[src/dwp_defs.svh]
// Purpose: Constants of the dual wiper write port
// Assumes: Seven-bit target address, upper bits fixed
// Notes:   Command codes select which wiper takes the data byte
`ifndef DWP_DEFS_SVH
`define DWP_DEFS_SVH
`define DWP_CMD_FIRST      8'h11
`define DWP_CMD_SECOND     8'h12
`define DWP_CMD_JOINT      8'h13
`define DWP_ADDR_UPPER     4'h5
`define DWP_WIPER_RESET    8'h80
`define DWP_RW_BIT         0
`endif

[src/dwp_pkg.sv]
// Purpose: Types of the dual wiper write port
// Assumes: Nothing beyond the defs header
// Notes:   Holds the transfer state enumeration
package dwp_pkg;
	typedef enum logic [2:0] {
		DWP_IDLE,
		DWP_ADDR,
		DWP_CMD,
		DWP_DATA,
		DWP_ACK,
		DWP_IGNORE
	} dwp_state_t;
endpackage : dwp_pkg

[src/dwp_write_port.sv]
// Purpose: Write-only two-wire target driving two 256-tap wipers
// Assumes: Bus lines synchronous to sys_clk, sampled well above bus rate
// Notes:   Never answers reads with data; only acknowledges writes
`timescale 1ns/1ps
`default_nettype none
`include "dwp_defs.svh"
// Summary of operation
// RULE_01 - Command 0x11 stores next data byte in the first wiper.
// RULE_02 - Command 0x12 stores next data byte in the second wiper.
// RULE_03 - Command 0x13 stores the same data byte in both wipers.
// RULE_04 - Wiper position is one full eight-bit byte after the command.
// RULE_05 - Each wiper has 256 positions, one per data value.
// RULE_06 - Device never drives data back; reads get no data.
// RULE_07 - Master writes address, command, data, each acknowledged.
// RULE_08 - Master clocks the bus at 400kHz or 100kHz.
// RULE_09 - Wiper registers are volatile and follow the latest write.
// RULE_10 - Master sends seven-bit address with write bit zero.
// RULE_11 - Low three address bits come from straps; only match answers.
// RULE_12 - Unknown command codes leave both wipers unchanged.
module dwp_write_port (
	// Clock and reset
	input  wire logic       sys_clk,
	input  wire logic       reset_n,
	// Two-wire bus
	input  wire logic       scl_in,
	input  wire logic       sda_in,
	output logic            sda_out,
	output logic            sda_oe,
	// Address straps
	input  wire logic       address_strap_high,
	input  wire logic       address_strap_mid,
	input  wire logic       address_strap_low,
	// Wiper taps
	output logic [7:0]      first_wiper_terminal,
	output logic [7:0]      second_wiper_terminal
);
	logic                   rst_s1;
	logic                   rst_n;
	logic                   scl_d;
	logic                   sda_d;
	logic [7:0]             shift;
	logic [3:0]             bit_cnt;
	logic [7:0]             cmd;
	logic                   wr_first;
	logic                   wr_second;
	logic [7:0]             wr_data;
	logic [2:0]             strap;
	dwp_pkg::dwp_state_t    state;
	dwp_pkg::dwp_state_t    after_ack;
	logic                   scl_rise;
	logic                   scl_fall;
	logic                   start_c;
	logic                   stop_c;
	logic [7:0]             byte_in;

	always_ff @(posedge sys_clk or negedge reset_n) begin
		if (!reset_n) begin
			rst_s1 <= 1'b0;
			rst_n  <= 1'b0;
		end else begin
			rst_s1 <= 1'b1;
			rst_n  <= rst_s1;
		end
	end

	always_ff @(posedge sys_clk or negedge rst_n) begin
		if (!rst_n) begin
			scl_d <= 1'b1;
			sda_d <= 1'b1;
		end else begin
			scl_d <= scl_in;
			sda_d <= sda_in;
		end
	end

	// Straps caught after release so a floating pin in reset is harmless
	always_ff @(posedge sys_clk or negedge rst_n) begin
		if (!rst_n)
			strap <= 3'h0;
		else
			strap <= {address_strap_high, address_strap_mid,
				address_strap_low};
	end

	assign scl_rise = scl_in && !scl_d;
	assign scl_fall = !scl_in && scl_d;
	assign start_c  = scl_in && scl_d && sda_d && !sda_in;
	assign stop_c   = scl_in && scl_d && !sda_d && sda_in;
	assign byte_in  = {shift[6:0], sda_in};

	always_ff @(posedge sys_clk or negedge rst_n) begin
		if (!rst_n) begin
			state     <= dwp_pkg::DWP_IDLE;
			after_ack <= dwp_pkg::DWP_IDLE;
			shift     <= 8'h00;
			bit_cnt   <= 4'h0;
			cmd       <= 8'h00;
			wr_first  <= 1'b0;
			wr_second <= 1'b0;
			wr_data   <= 8'h00;
		end else begin
			wr_first  <= 1'b0;
			wr_second <= 1'b0;
			if (start_c) begin
				state   <= dwp_pkg::DWP_ADDR;
				bit_cnt <= 4'h0;
			end else if (stop_c) begin
				state <= dwp_pkg::DWP_IDLE;
			end else begin
				unique case (state)
				dwp_pkg::DWP_IDLE, dwp_pkg::DWP_IGNORE: begin
				end
				dwp_pkg::DWP_ADDR, dwp_pkg::DWP_CMD,
				dwp_pkg::DWP_DATA: begin
					if (scl_rise) begin
						shift   <= byte_in;
						bit_cnt <= bit_cnt + 4'h1;
						if (bit_cnt == 4'h7) begin
							bit_cnt <= 4'h0;
							if (state == dwp_pkg::DWP_ADDR) begin
								// Reads are not acknowledged: no data ever returns
								if (byte_in[7:1] == {`DWP_ADDR_UPPER, strap} // RULE_11
									&& byte_in[0] == 1'(`DWP_RW_BIT)) begin // RULE_06
									state     <= dwp_pkg::DWP_ACK;
									after_ack <= dwp_pkg::DWP_CMD;
								end else
									state <= dwp_pkg::DWP_IGNORE;
							end else if (state == dwp_pkg::DWP_CMD) begin
								cmd       <= byte_in;
								state     <= dwp_pkg::DWP_ACK;
								after_ack <= dwp_pkg::DWP_DATA;
							end else begin
								wr_data   <= byte_in; // RULE_04
								wr_first  <= (cmd == `DWP_CMD_FIRST) // RULE_01
									|| (cmd == `DWP_CMD_JOINT); // RULE_03
								wr_second <= (cmd == `DWP_CMD_SECOND) // RULE_02
									|| (cmd == `DWP_CMD_JOINT); // RULE_12
								state     <= dwp_pkg::DWP_ACK;
								after_ack <= dwp_pkg::DWP_CMD;
							end
						end
					end
				end
				dwp_pkg::DWP_ACK: begin
					if (scl_fall && !sda_oe)
						state <= dwp_pkg::DWP_ACK;
					else if (scl_fall && sda_oe)
						state <= after_ack;
				end
				endcase
			end
		end
	end

	// Pull SDA low through the ninth clock only; never drive data
	always_ff @(posedge sys_clk or negedge rst_n) begin
		if (!rst_n)
			sda_oe <= 1'b0;
		else if (start_c || stop_c)
			sda_oe <= 1'b0;
		else if (state == dwp_pkg::DWP_ACK && scl_fall)
			sda_oe <= !sda_oe;
	end

	always_ff @(posedge sys_clk or negedge rst_n) begin
		if (!rst_n)
			sda_out <= 1'b0;
		else
			sda_out <= 1'b0; // RULE_06
	end

	dwp_wiper_bank #(
		.WIDTH      (8)
	) u_bank (
		.sys_clk    (sys_clk),
		.rst_n      (rst_n),
		.wr_first   (wr_first),
		.wr_second  (wr_second),
		.wr_data    (wr_data),
		.first_pos  (first_wiper_terminal), // RULE_05
		.second_pos (second_wiper_terminal)
	);

	AST_JOINT_BOTH: assert property (@(posedge sys_clk) disable iff (!rst_n)
		wr_first && wr_second |-> cmd == `DWP_CMD_JOINT) // RULE_03
		else $error("joint write without joint command");
	AST_FIRST_FOLLOWS: assert property (@(posedge sys_clk) disable iff (!rst_n)
		wr_first |=> first_wiper_terminal == $past(wr_data)) // RULE_01
		else $error("first wiper did not take data");
	AST_SECOND_FOLLOWS: assert property (@(posedge sys_clk) disable iff (!rst_n)
		wr_second |=> second_wiper_terminal == $past(wr_data)) // RULE_02
		else $error("second wiper did not take data");
	AST_UNKNOWN_HOLD: assert property (@(posedge sys_clk) disable iff (!rst_n)
		(wr_first || wr_second) |-> (cmd == `DWP_CMD_FIRST
		|| cmd == `DWP_CMD_SECOND || cmd == `DWP_CMD_JOINT)) // RULE_12
		else $error("wiper written on unknown command");
	AST_NO_DRIVE_HIGH: assert property (@(posedge sys_clk) disable iff (!rst_n)
		sda_oe |-> !sda_out) // RULE_06
		else $error("sda driven high");
	AST_HOLD_STABLE: assert property (@(posedge sys_clk) disable iff (!rst_n)
		!wr_first |=> $stable(first_wiper_terminal)) // RULE_09
		else $error("first wiper moved without write");
	AST_ACK_ONLY: assert property (@(posedge sys_clk) disable iff (!rst_n)
		$rose(sda_oe) |-> $past(state) == dwp_pkg::DWP_ACK) // RULE_11
		else $error("sda pulled outside acknowledge");
	AST_B_STABLE: assert property (@(posedge sys_clk) disable iff (!rst_n)
		!wr_second |=> $stable(second_wiper_terminal)) // RULE_09
		else $error("second wiper moved without write");
	// A refused address or a read must leave SDA to the pull-up
	AST_IGNORE_SILENT: assert property (@(posedge sys_clk) disable iff (!rst_n)
		state == dwp_pkg::DWP_IGNORE |-> !sda_oe) // RULE_11
		else $error("sda pulled while transfer is ignored");
	// Strobes only ever follow a complete data byte
	AST_STROBE_AFTER_DATA: assert property (@(posedge sys_clk) disable iff (!rst_n)
		(wr_first || wr_second) |-> $past(state) == dwp_pkg::DWP_DATA) // RULE_04
		else $error("wiper strobe outside data byte");
endmodule : dwp_write_port
`default_nettype wire

[src/dwp_wiper_bank.sv]
// Purpose: Holds the two volatile wiper positions
// Assumes: Write strobes are one-cycle pulses
// Notes:   Wiper positions come out of registers
`timescale 1ns/1ps
`default_nettype none
`include "dwp_defs.svh"
module dwp_wiper_bank #(
	parameter int WIDTH = 8
) (
	// Clock and reset
	input  wire logic             sys_clk,
	input  wire logic             rst_n,
	// Write side
	input  wire logic             wr_first,
	input  wire logic             wr_second,
	input  wire logic [WIDTH-1:0] wr_data,
	// Positions
	output logic      [WIDTH-1:0] first_pos,
	output logic      [WIDTH-1:0] second_pos
);
	// Refused at elaboration: the command decode only serves byte-wide taps
	if (WIDTH != 8) begin : g_bad_width
		$error("dwp_wiper_bank: WIDTH must be 8");
	end

	// Volatile: reset returns to midscale, no stored copy
	always_ff @(posedge sys_clk or negedge rst_n) begin
		if (!rst_n)
			first_pos <= `DWP_WIPER_RESET;
		else if (wr_first)
			first_pos <= wr_data; // RULE_09
	end

	always_ff @(posedge sys_clk or negedge rst_n) begin
		if (!rst_n)
			second_pos <= `DWP_WIPER_RESET;
		else if (wr_second)
			second_pos <= wr_data; // RULE_09
	end
endmodule : dwp_wiper_bank
`default_nettype wire

[config.mk]
export PLATFORM = sky130hd
export DESIGN_NAME = dwp_write_port
export DESIGN_NICKNAME = d
export VERILOG_FILES = /design/src/dwp_pkg.sv /design/src/dwp_write_port.sv /design/src/dwp_wiper_bank.sv
export VERILOG_INCLUDE_DIRS = /design/src /design/src/src
export SDC_FILE = /design/constraint.sdc
export NUM_CORES = 1
export LEC_CHECK = 0
export BUFFER_PORTS_ARGS = -buffer_cell sky130_fd_sc_hd__buf_2
export CORE_AREA = 2 2 81 83
export CTS_CLUSTER_SIZE = 14
export DETAILED_ROUTE_END_ITERATION = 16
export DIE_AREA = 0 0 83 85
export PLACE_DENSITY = 0.57
export SYNTH_ARGS = -nofsm -noshare
export SYNTH_HDL_FRONTEND = slang
export SYNTH_SLANG_ARGS = --single-unit
[constraint.sdc]
create_clock -name sys_clk -period 2.5 [get_ports sys_clk]
set_clock_uncertainty 0.2 [all_clocks]
set_input_delay 0.5 -clock sys_clk [delete_from_list [all_inputs] [get_ports sys_clk]]
set_output_delay 0.5 -clock sys_clk [all_outputs]
set_load 0.005 [all_outputs]
# == Word-level counts from Yosys, hierarchy flattened ==
# Index checks and enable logic that the tools add are counted.
# classes
n_eq_ne,14
n_bitwise,5
mux,33
n_addsub,1
n_reduce_logical,30
# op_table
cell,count
two-way mux 3 bit,9
"equality test 8 x 5 -> 1 bit, second input constant",3
two-way mux 4 bit,5
two-way mux 1 bit,18
AND reduction 7 bit,2
logical AND 1 bit,11
"inequality test 4 bit, second input constant",2
AND reduction 4 bit,2
equality test 7 x 6 -> 1 bit,1
"equality test 3 x 2 -> 1 bit, second input constant",2
case mux 3 bit (2 select lines),1
AND reduction 6 bit,1
nonzero test 2 bit,3
zero test 1 bit,5
"inequality test 5 bit, second input constant",1
inverter 1 bit,5
"adder 4 x 1 -> 4 bit, second input constant",1
"equality test 4 x 3 -> 1 bit, second input constant",1
nonzero test 4 bit,1
"equality test 3 x 1 -> 1 bit, second input constant",1
"equality test 3 bit, second input constant",1
logical OR 1 bit,3
AND reduction 3 bit,1
OR reduction 3 bit,1
2 further kinds,2
# totals
input_bits,7
output_inout_bits,18
wordCells,99
reg_bits,59

# == Logic depth before layout (Yosys ltp) ==
# Gate-level depths: netlist (run 1).
# depth
ltp_word,9
depth_mapped,7
depth_no_buf,5

# == Hierarchy ==
# A second synthesis (run 1) with hierarchy kept.
# unflattened
cells_unflattened,172
hier_area_um2,2406.1
# by_module_without_submodules
mod,n_inst,seq_area_each_um2,cells_each,area_each_um2
dwp_write_port,1,1053.5,138,1740.4
dwp_wiper_bank,1,402.9,34,665.6

# == Worst setup path before layout (run 1) ==
# No wires, ideal clock.
# synth_timing
kind,flip-flop to flip-flop
from,register bit_cnt[0]
to,register wr_data[0]
stages_incl_launch_ff,8
setup_ps,125
n_path_buf,2
synth_period_minus_slack_ps,1964
required_ps,2175
slack_ps,536
arrival_time_ps,1639
cell_sequence,dfrtp_1 > ha_1 > and3b_1 > and3_1 > buf_6 > and4_4 > buf_6 > mux2_4
# synth_via
elab_chain_len,2
# synth_rtl
element,line,rtl
start: declaration,dwp_write_port.sv:42,logic [3:0] bit_cnt;
start signal: assignment,dwp_write_port.sv:117,bit_cnt <= bit_cnt + 4'h1;
equality test 4 x 3 -> 1 bit,dwp_write_port.sv:118,if (bit_cnt == 4'h7) begin
AND reduction 7 bit (no line),-,
end signal: assignment,dwp_write_port.sv:133,wr_data <= byte_in;
end: declaration,dwp_write_port.sv:46,logic [7:0] wr_data;
# No other way between the ends.
# A chain may end at the register's enable or synchronous reset.

# == Worst setup path in the final report (run 1) ==
# layout_timing
from,register bit_cnt[0]
to,register wr_data[1]
# The elaborated chain is that of the path after synthesis.

==> results of run 1 <==
cell type report:
class | instances | area (um2)
multi-input combinational | 104 | 897.1
inverter | 2 | 7.507
timing repair buffer | 28 | 155.1
clock buffer | 9 | 123.9
tap | 77 | 96.34
sequential | 58 | 1458
clock inverter | 7 | 68.82
fill | 547 | 3398
registers in the layout, indices dropped and copies added (netlist names), 2 cells and up:
name / cells
after_ack: 2
strap: 3
u_bank.first_pos: 8
bit_cnt: 4
shift: 7
cmd: 8
u_bank.second_pos: 8
state: 3
wr_data: 8
worst paths after layout:
path                                        to  slack (ns)  depth (start not counted)
max                                 wr_data[1]        0.35                          5
min                                   strap[0]        0.08                          1
max reg2reg                         wr_data[1]        0.35                          5
min reg2reg                              rst_n        0.15                          0
max in group asynchronous  u_bank.first_pos[5]        1.19                          1
min in group asynchronous  u_bank.first_pos[2]        0.21                          0
stage by stage:
| stage | worst slack, ns | hold WS (ns) | total power, mW |
|---|---|---|---|
| floorplan | 0.5357 | 0.004409 | 1.350 |
| global placement | 0.3410 | 0.08458 | 1.420 |
| detailed placement | 0.2825 | 0.08748 | 1.454 |
| CTS | 0.3553 | 0.06015 | 2.295 |
| global route | 0.2560 | 0.06467 | 2.383 |
| finish | 0.3536 | 0.07673 | 2.266 |
cells by family (layout without fill, tap and decap cells):
kind of cell	count (synthesis)	in the layout	share of synthesized area [%]
flip-flops	58	58	60.53
AND/OR/NAND/NOR	40	40	10.30
multiplexers	39	39	19.50
AO/OA/AOI/OAI	17	17	4.837
buffers and inverters	8	46	2.184
XOR/XNOR	5	5	1.820
other	2	2	0.3121
adder cells (fa/ha/maj)	1	1	0.5199
cell usage in the layout (no fill, tap or decap), drive strengths merged, types with 2 or more instances in the layout:
cell      netlist  layout
nor3            2       2
clkbuf          2       9
clkinvlp        0       2
mux2           39      39
or3b            2       2
inv             2       3
xnor2           5       5
or3             2       2
nand2           6       6
a21o            2       2
or2             2       2
nor4            2       2
and4            3       3
a22o            2       2
dfstp           4       4
o21ai           4       4
dfrtp          54      54
conb            2       2
nand3           4       4
buf             4      27
nor2            8       8
clkinv          0       3
a21oi           3       3
and3            2       2
power by group through the flow:
stage	Clock, mW	Sequential (mW)	Combinational [mW]
global placement	0	1.18	0.239
detailed placement	0	1.20	0.258
CTS	0.851	1.18	0.262
floorplan	0	1.14	0.206
finish	0.829	1.18	0.257
global route	0.891	1.20	0.291
metal layers:
layer  global-route usage (%)  vias up
li1                         -      678
met1                    16.74      713
met2                    22.14       30
met3                    3.307        7
met4                    8.346        0
met5                        0        -
worst reg2reg max path: cells and delay by family (launching register included):
family | cells | cell delay, ns
simple gates | 3 | 0.91
flops | 1 | 0.40
fa+ha+maj | 1 | 0.21
mux | 1 | 0.32
timing repair:
item                      CTS  global route
resized for setup           0             0
hold buffers                1             0
hold endpoints to repair    2             0
buffers inserted            0             0
==> results.toml, run 1 <==
[sta]
setup_tns_ns = 0
timing.final.crit_share_pct = 85.86
max-slew-margin-rel_pct = 37.18
hold_viol_final = 0
grt_setup_unrepaired = "no"
max_freq_mhz = 465.9
final_max_slew_viol_count = 0
period_minus_slack_ns = 2.146
tightestPinTransition_ns = 0.9423
setup_viol = 0

[clock_network]
cts_root_buf = "clkbuf_8"
cts_buffers = 9
clkTransAtPathRegs_ns = 0.07
cts.path.max_buffers = 2
clk_latency_ns = 0.32
cts_max_level = 3
cts.sinks = 58
cts_tree = "built"

[synthesis]
synth-seq-area-share_pct = 60.53
async_reset_ff_share_pct = 100.0
synth_common_cells = "dfrtp_1, mux2_2, mux2_4"
synth_area_mm2 = 0.002406
yosysMostFrequentCell = "dfrtp_1"
synth_edf_count = 0
ys_seq_elements = 58
syn_area_per_cell_um2 = 14.15
synth.largest_area_cell = "dfrtp_1"
yosys_warnings = 0
synth_cells = 170
synth_flop_cell = "dfrtp_1"
yosysTopAreaCellShare_pct = 56.16
synth_nets = 178
yosysUniqueCellTypes = 41
synthTopCellsByArea = "dfrtp_1, mux2_2, mux2_4"

[die]
core_area_mm2 = 0.006205
die_area_mm2 = 0.007055
dieWidth_um = 83
die_h_um = 85
io_pins = 25
start_util_pct = 38.78
floorplan.rows = 29

[critical_path]
crit_required_ns = 2.51
path_class = "reg -> reg"
crit_family = "simple AND/OR/NAND/NOR gates"
startpoint_type = "flip-flop"
cp_slowest_cell = "dfrtp_1"
end_kind = "flip-flop"
crit_buf_inv = 0
timing.rr.start = "bit_cnt[0]"
crit_arrival_ns = 2.16
cp_max_fo = 10
startpoint = "bit_cnt[0]"
cp_slowest_stage_delay_ns = 0.40
crit_chain = "ha_1 > and3b_1 > and3_1 > and4_4 > mux2_4"

[power_and_ir_drop]
power.switching_uw = 624.0
seq_power_share_pct = 52.1
p_int_mw = 1.642
p_leak_nw = 1.378
p_comb_share_pct = 11.4
pwr-share-clk_pct = 36.6
p_sw_share_pct = 27.54
ir_drop_mv = 0.3852
powerDensity_mw_per_mm2 = 807.4

[global_routing]
antenna_found_initial = 0
grt_max_degree = 45
gr-total-overflow = 0
grt_pass1_wl_mm = 7.534
grt_pass1_vias = 1534
track_usage_pct = 13.72

[routing]
wl_met2_mm = 2.208
viasPerCell = 5.011
avgRoutedWirePerCell_um = 15.47
wl_met3_um = 148
routed_wl_mm = 4.410
top_layer_used = "met4"
ant_nets = 0
drt-met1-wl_mm = 1.983
vias = 1428
drc = 0
drt_iter0_drc = 76
dr.pass1.iters = 4

[placement]
dp.cells = 268
dpl_cell_area_mm2 = 0.002604
port_buffers = 23
dp_hpwl_mm = 3.205
place_congestion = 0.8750

[final_layout]
fin_nets = 211
fin_util_pct = 45.23
drive_above_1_share_pct = 46.63
fin_area_mm2 = 0.002806
n_antenna_cell = 0
area_growth_pct = 16.64
layoutNonFillerInstCount = 285

[worst_hold_path]
hold_path.class = "in -> reg"
hp-start = "address_strap_low"

[status]
status = "finished, final reports clean"

[job]
drv_cap = 0
Note: power is estimated with default switching activity, not from simulation.
==> run 2, diff against run 1 <==
Settings changed: RECOVER_POWER set to 50.
==> run 2 against run 1 <==
  * Final cell count unchanged
  * Critical path depth unchanged
  * Final area decreased by 0.18%
  * Core utilization shrank 0.081 points
  * Largest power group unchanged
  * Fmax about the same
  * Sequential share of layout area is essentially flat
  * Register-to-register slack about the same
  * Clock power barely moved
  * Critical path type unchanged
  * First-iteration DRC count rose by 2.6%
  * Worst hold slack stayed put
  * The flow now finishes with violations (capacitance limit, slew limit)
  * Clock-buffer cell count unchanged
  * Wire length is essentially flat
==> results.toml, run 2 (synthesis results as in run 1) <==
[sta]
setup_viol = 0
finalWorstSetupSlack_ns = 0.3536
holdWs_ns = 0.07673
hold_viol_final = 0
setup_tns_ns = 0
grt_setup_unrepaired = "no"
final_max_slew_viol_count = 45
max_freq_mhz = 465.9
timing.final.crit_share_pct = 85.86
period_minus_slack_ns = 2.146
tightestPinTransition_ns = 1.725
max-slew-margin-rel_pct = -14.97

[placement]
dp_hpwl_mm = 3.205
place_congestion = 0.8750
dp.cells = 268
place_ws_ns = 0.2825
port_buffers = 23
dpl_cell_area_mm2 = 0.002604

[clock_network]
clk_latency_ns = 0.32
cts_hold_buf = 1
cts.path.max_buffers = 2
cts_max_level = 3
postCtsSetupRepairBufs = 0
ctsResizeCount = 0
clkTransAtPathRegs_ns = 0.07
cts_tree = "built"
cts_buffers = 9
cts_root_buf = "clkbuf_8"
cts.sinks = 58

[final_layout]
num-fill-cells = 549
fin_util_pct = 45.15
final_cell_mix = "dfrtp_1, mux2_2, buf_2"
drive_above_1_share_pct = 44.71
area_growth_pct = 16.43
register_area_mm2 = 0.001456
fin_area_mm2 = 0.002801
fin_nets = 211
n_antenna_cell = 0
final_common_cell = "dfrtp_1"
multi_input_area_um2 = 897.1
layoutNonFillerInstCount = 285

[routing]
drc = 0
routed_wl_mm = 4.411
drt_iter0_drc = 78
dr.pass1.iters = 4
ant_nets = 0
avgRoutedWirePerCell_um = 15.48
vias = 1428
viasPerCell = 5.011

[power_and_ir_drop]
p_sw_share_pct = 27.55
pwr-share-clk_pct = 36.6
p_leak_nw = 1.371
p_int_mw = 1.641
seq_power_share_pct = 52.1
powerDensity_mw_per_mm2 = 808.6
power_mw = 2.265
p_comb_share_pct = 11.3
ir_drop_mv = 0.3852
power.switching_uw = 624.0

[critical_path]
cp_max_fo = 10
startpoint_type = "flip-flop"
crit_arrival_ns = 2.16
end_kind = "flip-flop"
crit_required_ns = 2.51
path_class = "reg -> reg"

[die]
die_area_mm2 = 0.007055
floorplan.rows = 29
start_util_pct = 38.78
dieWidth_um = 83
die_h_um = 85
io_pins = 25
core_area_mm2 = 0.006205

[global_routing]
grt_pass1_wl_mm = 7.534
antenna_found_initial = 0
gr-total-overflow = 0
track_usage_pct = 13.72
grt_pass1_vias = 1534
grt_max_degree = 45

[worst_hold_path]
hold_path.class = "in -> reg"

[job]
drv_cap = 1

[status]
violations = "capacitance limit, slew limit"
status = "finished, violations left"
## run 2: cell type report
type                       instances  share of cell area (%)
sequential                        58                   51.99
multi-input combinational        104                   32.02
timing repair buffer              28                   5.404
clock buffer                       9                   4.422
tap                               77                   3.439
clock inverter                     7                   2.456
inverter                           2                  0.2680
## run 2: path summary, 6_finish.rpt
check	startpoint	to	slack, ns	cells past startpoint
max	bit_cnt[0]	wr_data[1]	0.35	5
min	address_strap_low	strap[0]	0.08	1
max reg2reg	bit_cnt[0]	wr_data[1]	0.35	5
min reg2reg	rst_s1	rst_n	0.15	0
max in group asynchronous	rst_n	state[0]	0.57	0
min in group asynchronous	reset_n	rst_s1	0.29	2
## run 2: power groups by stage
stage	combinational, mW	clock (mW)	sequential (mW)
final	0.257	0.829	1.18
after global routing	0.290	0.891	1.20
after CTS	0.262	0.851	1.18
after detailed placement	0.258	0	1.20
after global placement	0.239	0	1.18
after floorplan	0.206	0	1.14
## run 2: layer usage
layer | routed length [um] | global-route usage [%] | up-vias
met5 | 0 | 0 | -
met4 | 69 | 8.346 | 0
met3 | 148 | 3.307 | 7
met2 | 2209 | 22.14 | 30
met1 | 1983 | 16.74 | 713
li1 | - | - | 678
## run 2: critical path, cell delays in order, from the launching register on
cell     delay, ns
dfrtp_1       0.40
ha_1          0.21
and3b_1       0.22
and3_1        0.30
and4_4        0.39
mux2_4        0.32
==> run 3, diff against run 2 <==
Settings changed: ABC_AREA set to 1, CORE_AREA 2 2 81 83 to 2 2 83 85, DIE_AREA 0 0 83 85 to 0 0 85 87, PLACE_DENSITY 0.57 to 0.56.
==> run 3 against run 2 <==
  * The flow now finishes without violations
  * Die area increased by 4.8%
  * Clock-buffer cell count increased by 1
  * Final cell count increased by 20%
  * Combinational power increased by 45%
  * Critical endpoint is now cmd[0]
  * Core utilization decreased by 1.4 points
  * Power increased by 3.4%
  * Fmax increased by 19%
  * Sequential share of layout area decreased by 1.3 points
  * Via count increased by 12%
  * Largest cell class unchanged
  * Wire length decreased by 3.6%
==> results.toml, run 3 <==
[clock_network]
cts.sinks = 58
cts_tree = "built"
clk_latency_ns = 0.34
postCtsSetupRepairBufs = 0
cts_max_level = 3
cts_hold_buf = 1
cts_root_buf = "clkbuf_8"
cts_buffers = 9
cts.path.max_buffers = 2
clkTransAtPathRegs_ns = 0.07
ctsResizeCount = 0

[critical_path]
end_kind = "flip-flop"
crit_arrival_ns = 1.84
path_class = "reg -> reg"
startpoint_type = "flip-flop"
crit_required_ns = 2.53
reg2reg_slack_ns = 0.69
cp_max_fo = 17

[worst_hold_path]
hold_path.class = "in -> reg"

[power_and_ir_drop]
pwr-share-clk_pct = 35.3
p_sw_share_pct = 31.09
power.switching_uw = 728.0
p_int_mw = 1.614
ir_drop_mv = 0.4470
p_leak_nw = 1.424
powerDensity_mw_per_mm2 = 814.4
p_comb_share_pct = 15.9
seq_power_share_pct = 48.8

[die]
io_pins = 25
start_util_pct = 38.13
dieWidth_um = 85
floorplan.rows = 30
die_h_um = 87
die_area_mm2 = 0.007395
core_area_mm2 = 0.006569

[global_routing]
grt_max_degree = 23
grt_pass1_wl_mm = 7.665
grt_pass1_vias = 1604
antenna_found_initial = 0
gr-total-overflow = 0
track_usage_pct = 13.89

[sta]
max_freq_mhz = 552.1
period_minus_slack_ns = 1.811
max-slew-margin-rel_pct = 41.90
final_max_slew_viol_count = 0
hold_viol_final = 0
setup_viol = 0
tightestPinTransition_ns = 0.8715
holdWs_ns = 0.05667
grt_setup_unrepaired = "no"
setup_tns_ns = 0
timing.final.crit_share_pct = 72.45

[job]
drv_cap = 0

[final_layout]
n_antenna_cell = 0
fin_nets = 264
num-fill-cells = 637
final_cell_mix = "dfrtp_1, nand2_1, inv_1"
final_common_cell = "dfrtp_1"
drive_above_1_share_pct = 34.10
area_growth_pct = 14.79

[synthesis]
synthTopCellsByArea = "dfrtp_1, mux2_2, nand2_1"
synth_cells = 225
yosysUniqueCellTypes = 32
synth.largest_area_cell = "dfrtp_1"
synth_common_cells = "dfrtp_1, nand2_1, inv_1"
yosys_warnings = 0
ys_seq_elements = 58
synth_nets = 233
synth_area_mm2 = 0.002505
syn_area_per_cell_um2 = 11.13
yosysTopAreaCellShare_pct = 53.95
yosysMostFrequentCell = "dfrtp_1"
async_reset_ff_share_pct = 100.0
synth_flop_cell = "dfrtp_1"
synth-seq-area-share_pct = 58.14
synth_edf_count = 0

[placement]
port_buffers = 23
dp_hpwl_mm = 3.013
place_congestion = 0.7600

[routing]
avgRoutedWirePerCell_um = 12.46
vias = 1596
ant_nets = 0
routed_wl_mm = 4.250
drc = 0
drt_iter0_drc = 86
dr.pass1.iters = 4
viasPerCell = 4.680

[status]
status = "finished, final reports clean"
[run 3: cell types whose count changed in the layout (fill, tap and decap cells not counted), sizes merged, moves of 5 or more]
cell	previous run	this run
nand2	6	47
o21ai	4	31
mux2	39	16
inv	3	24
nand3	4	12
nor2	8	13
xnor2	5	0
[run 3: per-stage QoR]
step	power, mW	utilization (%)	std cells	instance area, um2	setup slack, ns
floorplan	1.427	-	225	2505	0.5726
global placement	1.537	40.97	324	2691	0.6752
detailed placement	1.545	40.97	324	2691	0.6440
CTS	2.386	43.94	341	2887	0.6638
global route	2.504	43.77	341	2875	0.4654
finish	2.342	43.77	341	2875	0.6888
[run 3: final cells by class]
cell class                      instances  area (um2)  area share, %
Clock buffer                           10       127.6          4.439
Multi-Input combinational cell        136       905.9          31.51
Timing Repair Buffer                   27       137.6          4.787
Clock inverter                          6       57.56          2.002
Tap cell                               80       100.1          3.481
Sequential cell                        58        1456          50.65
Inverter                               24       90.09          3.133
[run 3: power by group through the flow]
stage | Combinational [mW] | Clock [mW] | Sequential, mW
2_1_floorplan | 0.280 | 0 | 1.15
3_3_place_gp | 0.379 | 0 | 1.16
3_5_place_dp | 0.385 | 0 | 1.16
4_1_cts | 0.387 | 0.855 | 1.14
5_1_grt | 0.437 | 0.905 | 1.16
6_report | 0.372 | 0.826 | 1.14
[run 3: cell families (layout without fill, tap and decap cells)]
kind of cell / Yosys count / after routing / share of synthesized area (%)
adder cells (fa/ha/maj): 1 / 1 / 0.4994
flip-flops: 58 / 58 / 58.14
XOR/XNOR: 2 / 2 / 0.6994
buffers and inverters: 31 / 67 / 5.694
AO/OA/AOI/OAI: 32 / 32 / 9.241
multiplexers: 16 / 16 / 7.193
AND/OR/NAND/NOR: 83 / 83 / 18.23
other: 2 / 2 / 0.2998
[run 3: worst max-delay path: stages, from the launching register on]
cell	delay, ns
dfrtp_1	0.40
ha_1	0.20
nand2_2	0.09
nor2_4	0.11
inv_2	0.07
nor2_8	0.12
nand4_4	0.27
nand2_1	0.17
o21ai_2	0.06
[run 3: final timing paths]
| path | cells after the start | to | startpoint |
|---|---|---|---|
| max | 8 | cmd[0] | bit_cnt[0] |
| min | 1 | strap[1] | address_strap_mid |
| max reg2reg | 8 | cmd[0] | bit_cnt[0] |
| min reg2reg | 0 | rst_n | rst_s1 |
| max in group asynchronous | 1 | cmd[7] | rst_n |
| min in group asynchronous | 0 | shift[2] | rst_n |
[run 3: metal layers]
| metal | track usage [%] | part of all wire (%) |
|---|---|---|
| met4 | 5.628 | 1.9 |
| met2 | 19.46 | 42 |
| met3 | 7.204 | 5.4 |
| met5 | 0 | 0 |
| met1 | 18.12 | 51 |
